[config.mk]
export PLATFORM = sky130hd
export DESIGN_NAME = vcrc_regs
export DESIGN_NICKNAME = d
export VERILOG_FILES = /design/src/design/vcrc_pkg.sv /design/src/design/vcrc_regs.sv
export SDC_FILE = /design/constraint.sdc
export NUM_CORES = 1
export LEC_CHECK = 0
export BUFFER_PORTS_ARGS = -buffer_cell sky130_fd_sc_hd__buf_4
export CORE_UTILIZATION = 43
export DETAILED_ROUTE_END_ITERATION = 10
export GPL_TIMING_DRIVEN = 0
export PLACE_DENSITY = 0.92
export SETUP_SLACK_MARGIN = 0.1
export SLEW_MARGIN = 5
export SYNTH_ARGS = -nofsm -noshare
export SYNTH_HDL_FRONTEND = slang
export SYNTH_SLANG_ARGS = --single-unit
[constraint.sdc]
create_clock -name clk -period 2.2 [get_ports clk]
set_clock_uncertainty 0.15 [all_clocks]
set_input_delay 0.22 -clock clk [delete_from_list [all_inputs] [get_ports clk]]
set_output_delay 0.22 -clock clk [all_outputs]
set_load 0.02 [all_outputs]
[src/design/vcrc_pkg.sv]
package vcrc_pkg;

  // ----------------------------------------------------------------
  // Bus geometry
  // ----------------------------------------------------------------
  localparam int unsigned ADDR_W = 12;
  localparam int unsigned DATA_W = 32;
  localparam int unsigned BE_W   = 4;

  // ----------------------------------------------------------------
  // Register byte addresses
  // ----------------------------------------------------------------
  localparam logic [ADDR_W-1:0] OFS_PORT_VC = 12'h14c;
  localparam logic [ADDR_W-1:0] OFS_VC0_CAP = 12'h150;
  localparam logic [ADDR_W-1:0] OFS_VC0_CTL = 12'h154;

  // ----------------------------------------------------------------
  // Port VC word fields
  // ----------------------------------------------------------------
  localparam int unsigned PVC_LOAD_BIT = 0;
  localparam int unsigned PVC_STAT_BIT = 16;

  // ----------------------------------------------------------------
  // VC0 capability word
  // ----------------------------------------------------------------
  localparam logic [7:0] CAP_PORT_ARB   = 8'h09;
  localparam logic [6:0] CAP_MAX_SLOTS  = 7'h7f;
  localparam logic [7:0] CAP_TABLE_OFS  = 8'h04;
  localparam logic [DATA_W-1:0] CAP_WORD =
    {CAP_TABLE_OFS, 1'b0, CAP_MAX_SLOTS, 1'b0, 1'b0, 6'h00, CAP_PORT_ARB};

  // ----------------------------------------------------------------
  // VC0 control word fields and reset values
  // ----------------------------------------------------------------
  localparam int unsigned CTL_MAP_LSB  = 0;
  localparam int unsigned CTL_LOAD_BIT = 16;
  localparam int unsigned CTL_SEL_LSB  = 17;
  localparam int unsigned CTL_ID_LSB   = 24;
  localparam int unsigned CTL_EN_BIT   = 31;
  localparam logic [7:0] RST_TC_MAP    = 8'hff;
  localparam logic [2:0] RST_ARB_SEL   = 3'h0;
  localparam logic       RST_VC_EN     = 1'b1;
  localparam logic [2:0] VC0_ID        = 3'h0;

  // ----------------------------------------------------------------
  // Port arbitration schemes accepted on this channel
  // ----------------------------------------------------------------
  localparam logic [2:0] SEL_DEFAULT = 3'h0;
  localparam logic [2:0] SEL_WRR128  = 3'h3;

  // ----------------------------------------------------------------
  // Bus handshake states
  // ----------------------------------------------------------------
  typedef enum logic [1:0] {
    VCRC_IDLE = 2'b01,
    VCRC_ACK  = 2'b10
  } vcrc_bus_e;

endpackage

[src/design/vcrc_regs.sv]
`timescale 1ns/1ps
module vcrc_regs
  import vcrc_pkg::*;
(
  // Clock and reset
  input  wire logic                        clk,
  input  wire logic                        resetn,
  // Avalon-MM slave
  input  wire logic [vcrc_pkg::ADDR_W-1:0] avs_address,
  input  wire logic                        avs_read,
  input  wire logic                        avs_write,
  input  wire logic [vcrc_pkg::DATA_W-1:0] avs_writedata,
  input  wire logic [vcrc_pkg::BE_W-1:0]   avs_byteenable,
  output logic      [vcrc_pkg::DATA_W-1:0] avs_readdata,
  output logic                             avs_waitrequest,
  // Arbitration hardware side
  input  wire logic                        vc_arb_table_wr,
  input  wire logic                        vc_arb_load_done,
  output logic                             vc_arb_load,
  output logic                             port_arb_load,
  // Management or EEPROM preset of the class map
  input  wire logic                        tc_map_preset_valid,
  input  wire logic [7:0]                  tc_map_preset,
  // Channel settings
  output logic      [7:0]                  tc_vc_map,
  output logic      [2:0]                  port_arb_sel,
  output logic                             vc_enable
);

  // ----------------------------------------------------------------
  // State
  // ----------------------------------------------------------------
  vcrc_bus_e          bus_ff;
  vcrc_bus_e          nxt_bus;
  logic [DATA_W-1:0]  rdata_ff;
  logic [DATA_W-1:0]  nxt_rdata;
  logic               wait_ff;
  logic               vc_stat_ff;
  logic               vc_load_ff;
  logic               port_load_ff;
  logic [7:0]         map_ff;
  logic [7:0]         nxt_map;
  logic [2:0]         sel_ff;
  logic               en_ff;

  // ----------------------------------------------------------------
  // Decode
  // ----------------------------------------------------------------
  wire logic          req;
  wire logic          commit;
  wire logic          hit_pvc;
  wire logic          hit_cap;
  wire logic          hit_ctl;
  wire logic          wr_ctl;
  wire logic          wr_pvc;
  wire logic [2:0]    wsel;
  wire logic [2:0]    sel_ok;
  wire logic [DATA_W-1:0] pvc_word;
  wire logic [DATA_W-1:0] ctl_word;

  assign req     = avs_read | avs_write;
  // The write lands on the edge where the master sees waitrequest low.
  assign commit  = avs_write & (bus_ff == VCRC_ACK);
  assign hit_pvc = (avs_address == OFS_PORT_VC);
  assign hit_cap = (avs_address == OFS_VC0_CAP);
  assign hit_ctl = (avs_address == OFS_VC0_CTL);
  assign wr_ctl  = commit & hit_ctl;
  assign wr_pvc  = commit & hit_pvc;
  assign wsel    = avs_writedata[CTL_SEL_LSB +: 3];
  // Unsupported schemes fall back to the default one.
  assign sel_ok  = ((wsel == SEL_DEFAULT) || (wsel == SEL_WRR128)) ?
                   wsel : SEL_DEFAULT;

  // Load bits read zero; every reserved bit reads zero.
  assign pvc_word = {{(DATA_W-PVC_STAT_BIT-1){1'b0}}, vc_stat_ff,
                     {PVC_STAT_BIT{1'b0}}};
  assign ctl_word = {en_ff, 4'h0, VC0_ID, 4'h0, sel_ff, 1'b0,
                     8'h00, map_ff};

  // ----------------------------------------------------------------
  // Read mux and handshake
  // ----------------------------------------------------------------
  always_comb begin
    nxt_rdata = '0;
    if (hit_pvc) begin
      nxt_rdata = pvc_word;
    end else if (hit_cap) begin
      nxt_rdata = CAP_WORD;
    end else if (hit_ctl) begin
      nxt_rdata = ctl_word;
    end
  end

  // One wait cycle per access, then a single acknowledge cycle; back
  // to back requests are accepted because ACK always returns to IDLE.
  always_comb begin
    nxt_bus = VCRC_IDLE;
    unique case (bus_ff)
      VCRC_IDLE: begin
        if (req) begin
          nxt_bus = VCRC_ACK;
        end
      end
      VCRC_ACK: begin
        nxt_bus = VCRC_IDLE;
      end
      default: begin
        nxt_bus = VCRC_IDLE;
      end
    endcase
  end

  always_ff @(posedge clk or negedge resetn) begin
    if (!resetn) begin
      bus_ff   <= VCRC_IDLE;
      wait_ff  <= 1'b1;
      rdata_ff <= '0;
    end else begin
      bus_ff   <= nxt_bus;
      wait_ff  <= (nxt_bus != VCRC_ACK);
      rdata_ff <= (nxt_bus == VCRC_ACK) ? nxt_rdata : '0;
    end
  end

  // ----------------------------------------------------------------
  // Vc_arb_table_status and load pulses
  // ----------------------------------------------------------------
  wire logic vc_load_req;
  wire logic port_load_req;

  assign vc_load_req   = wr_pvc & avs_byteenable[0] &
                         avs_writedata[PVC_LOAD_BIT];
  assign port_load_req = wr_ctl & avs_byteenable[2] &
                         avs_writedata[CTL_LOAD_BIT];

  always_ff @(posedge clk or negedge resetn) begin
    if (!resetn) begin
      vc_stat_ff   <= 1'b0;
      vc_load_ff   <= 1'b0;
      port_load_ff <= 1'b0;
    end else begin
      // A table write in the same cycle as load-done keeps the flag set.
      if (vc_arb_table_wr) begin
        vc_stat_ff <= 1'b1;
      end else if (vc_arb_load_done) begin
        vc_stat_ff <= 1'b0;
      end
      vc_load_ff   <= vc_load_req;
      port_load_ff <= port_load_req;
    end
  end

  // ----------------------------------------------------------------
  // VC0 control fields
  // ----------------------------------------------------------------
  // Per-bit merge so a partial byte enable only touches its own lane.
  genvar gi;
  generate
    for (gi = 0; gi < 8; gi++) begin : g_map
      always_comb begin
        nxt_map[gi] = map_ff[gi];
        if (tc_map_preset_valid) begin
          nxt_map[gi] = tc_map_preset[gi];
        end else if (wr_ctl && avs_byteenable[0]) begin
          nxt_map[gi] = avs_writedata[CTL_MAP_LSB + gi];
        end
      end
    end
  endgenerate

  always_ff @(posedge clk or negedge resetn) begin
    if (!resetn) begin
      map_ff <= RST_TC_MAP;
      sel_ff <= RST_ARB_SEL;
      en_ff  <= RST_VC_EN;
    end else begin
      map_ff <= nxt_map;
      if (wr_ctl && avs_byteenable[2]) begin
        sel_ff <= sel_ok;
      end
      if (wr_ctl && avs_byteenable[3]) begin
        en_ff <= avs_writedata[CTL_EN_BIT];
      end
    end
  end

  // ----------------------------------------------------------------
  // Outputs
  // ----------------------------------------------------------------
  assign avs_readdata    = rdata_ff;
  assign avs_waitrequest = wait_ff;
  assign vc_arb_load     = vc_load_ff;
  assign port_arb_load   = port_load_ff;
  assign tc_vc_map       = map_ff;
  assign port_arb_sel    = sel_ff;
  assign vc_enable       = en_ff;

endmodule

==> impl_metrics.py <==
metrics = {
    "status": {
        "outcome": "completed",
    },
    "cts": {
        "postCtsResizedCells": 0,
        "cts_max_level": 2,
        "cts_made_buffers": 5,
        "clk_pin_slew_worst_paths_ns": 0.09,
        "root_buffer": "clkbuf_4",
        "number_of_buffers_between_clock_root_and_the_deepest_sink": 2,
        "post-cts-setup-buffers": 0,
        "cts_tree": "done",
        "worstSkewPairLatency_ns": 0.32,
        "clock_sinks": 32,
    },
    "detailed_routing": {
        "wirelength_um": 3434,
        "post_drt_wl_per_cell_um": 11.84,
        "drt_iter0_drc": 31,
        "ant_nets": 0,
        "detailroute.via_count": 1314,
        "drt_drc_violations_left": 0,
        "first_pass_iters": 4,
        "vias_per_cell": 4.531,
    },
    "worst_setup_path": {
        "cp-start-kind": "input port",
        "worst-r2r-cell-count": 5,
        "critical_path.cell_chain": "dlygate4sd3_1, buf_4, o211ai_1, inv_1, and4_1, buf_2, a21o_1",
        "critPathKind": "input port to register",
        "end_kind": "register",
        "cp_max_fo": 7,
        "path_length_in_cells_of_the_critical_path": 7,
        "path_delay_family": "buffers and inverters",
        "crit_path_max_incr_delay_ns": 0.56,
        "critPathBufInv": 4,
        "cpMaxStageDelayCell": "dlygate4sd3_1",
        "critPathArrivalTime_ns": 1.83,
        "crit_required_ns": 2.27,
    },
    "synthesis": {
        "ys_top_cells_by_count": "dfrtp_1 (21), buf_4 (19), dfstp_2 (11)",
        "netlist_area_um2": 1504,
        "yosys_warnings": 0,
        "yosysMostFrequentCell": "dfrtp_1",
        "postSynth.topFlopCell": "dfrtp_1",
        "synth_edf_count": 0,
        "ys_top_cells_by_area": "dfrtp_1 (35%), dfstp_2 (19%), buf_4 (9.5%)",
        "ys_async_sr_fraction_pct": 100.0,
        "syn_avg_cell_area_um2": 11.22,
        "syn_inst": 134,
        "synth.distinct_cells": 28,
        "synth_seq_area_share_pct": 54.16,
        "synth_area_leader_cell": "dfrtp_1",
        "synth.ff_latch_count": 32,
        "synth_top_cell_area_share_pct": 34.94,
    },
    "timing": {
        "final_min_period_over_clock_period_pct": 80.31,
        "timing.hold.ws_ns": 0.01366,
        "max_freq_ghz": 0.5660,
        "fin_crit_ns": 1.767,
        "setup_total_negative_slack_ns": 0,
        "grt_setup_unrepaired": "no",
        "report.final.slew_viol_count": 0,
        "finalHoldViolations": 0,
        "finalSetupViolations": 0,
    },
    "power": {
        "combPwrFrac_pct": 21.8,
        "sequentialPowerShare_pct": 48.0,
        "netSwitchingPower_uw": 367.2,
        "power.ir.vdd_worst_mv": 0.2813,
        "power.share.switching_pct": 26.01,
        "internal-power_uw": 1045,
        "power.leakage_uw": 0.001287,
        "power.density_nw_per_um2": 591.7,
        "pwr-share-clk_pct": 30.2,
    },
    "floorplanning": {
        "top_level_ports": 110,
        "rows": 21,
        "die_height_um": 61.14,
        "die-area_um2": 3738,
        "starting_density_pct": 45.07,
        "die_x_um": 61.14,
        "fp.coreArea_um2": 3337,
    },
    "min_path": {
        "hold-path-cell-count": 3,
        "timing.hold.worst.class": "input port to register",
    },
    "cells_and_area": {
        "area_growth_syn_to_layout_pct": 58.65,
        "nNetsFinal": 306,
        "multi_input_area_um2": 564.3,
        "seqCellArea_um2": 814.5,
        "fill_count": 267,
        "post_route_cells_drive_above_1_share_pct": 48.36,
        "antenna_cells_inserted": 0,
    },
    "place": {
        "dp_hpwl_um": 2504,
        "place_congestion": 0.7294,
        "port_buffers": 74,
    },
    "global_route": {
        "grt_start_max_net_pins": 33,
        "first_global_vias": 1178,
        "grt.overflow.total": 0,
        "global_route_wire_length_before_repair_um": 5147,
        "antenna_violations_before_repair": 0,
        "grt.total_usage_pct": 19.17,
    },
    "flow_run": {
        "maxCapViolations": 0,
    },
}
==> layout make-up <==
| cell class | count | share of cell area (%) |
|---|---|---|
| multi-input combinational | 90 | 23.65 |
| clock buffer | 6 | 1.730 |
| tap | 46 | 2.412 |
| inverter | 3 | 0.4719 |
| sequential | 32 | 34.14 |
| clock inverter | 2 | 1.468 |
| timing repair buffer | 88 | 29.16 |
| buffer | 23 | 6.974 |
==> metal layers <==
metal | wire length, um | up-vias | global-route usage, %
li1 | - | 644 | -
met1 | 1298 | 609 | 20.40
met2 | 1846 | 56 | 36.34
met3 | 247 | 5 | 4.832
met4 | 41 | 0 | 6.818
met5 | 0 | - | 0
==> worst register-to-register path, delay by kind of cell, from the launching register on <==
family | cells | cell delay [ns]
AO/OA/AOI/OAI | 2 | 0.33
AND/OR/NAND/NOR | 2 | 0.39
flip-flops | 1 | 0.55
buffers and inverters | 1 | 0.21
==> through the flow <==
step	utilization (%)	std cells	setup WS, ns	total power, uW	cell area (um2)
final	71.50	290	0.4332	1412	2386
after global routing	71.50	290	0.3530	1480	2386
after CTS	71.20	289	0.4755	1413	2376
after detailed placement	65.02	268	0.3453	964.0	2170
after global placement	65.02	268	0.3585	953.7	2170
after floorplan	-	148	0.5636	830.7	1556
==> cell families after synthesis <==
logic type | after synthesis | synth area share (%)
DFF | 32 | 54.16
muxes | 3 | 2.246
and+or+nand+nor | 39 | 18.39
other | 1 | 0.2493
buffers and inverters | 26 | 11.81
AOI/OAI and AO/OA | 33 | 13.14
==> worst paths after layout <==
| check | slack (ns) | to | startpoint |
|---|---|---|---|
| max | 0.43 | avs_readdata[17] | avs_read |
| min | 0.01 | tc_vc_map[2] | tc_map_preset[2] |
| max reg2reg | 0.48 | tc_vc_map[4] | bus_ff[0] |
| min reg2reg | 0.35 | tc_vc_map[5] | tc_vc_map[5] |
| max in group asynchronous | 1.36 | tc_vc_map[2] | resetn |
| min in group asynchronous | 0.21 | avs_readdata[18] | resetn |
==> placed cells by master, fill, tap and decap left out <==
master / instances
a21oi_1: 8
dlygate4sd3_1: 14
buf_2: 1
clkinv_2: 1
dfstp_2: 11
o21ai_0: 8
conb_1: 15
a21o_1: 5
and2_1: 10
bufinv_16: 1
nor4b_4: 1
nand2_1: 4
nor2b_1: 9
o21bai_1: 2
nor3b_1: 1
clkbuf_1: 3
nor2_1: 3
nand4_2: 1
and4_1: 2
and3_4: 1
buf_6: 1
nand3_1: 2
and3b_1: 3
nor3b_2: 1
dfrtp_1: 21
nor3_2: 1
buf_4: 93
clkbuf_4: 5
a31oi_1: 8
o211ai_1: 2
mux2_1: 3
inv_1: 3
==> state kept, by name, indices dropped and copies added (netlist names) <==
name / count
tc_vc_map: 8
port_arb_load: 1
vc_enable: 1
vc_stat_ff: 1
avs_waitrequest: 1
bus_ff: 2
port_arb_sel: 3
avs_readdata: 14
vc_arb_load: 1
==> what timing repair did <==
item                                    CTS  global route
hold buffers                             13             1
endpoints found under the setup margin    0             0
hold endpoints to repair                 43             1
==> power groups by stage <==
stage	clock network, uW	registers, uW	logic (uW)
2_1_floorplan	0	713	117
3_3_place_gp	0	685	269
3_5_place_dp	0	688	276
4_1_cts	431	677	305
5_1_grt	459	684	337
6_report	426	678	308
(Power assumes the default switching activity.)
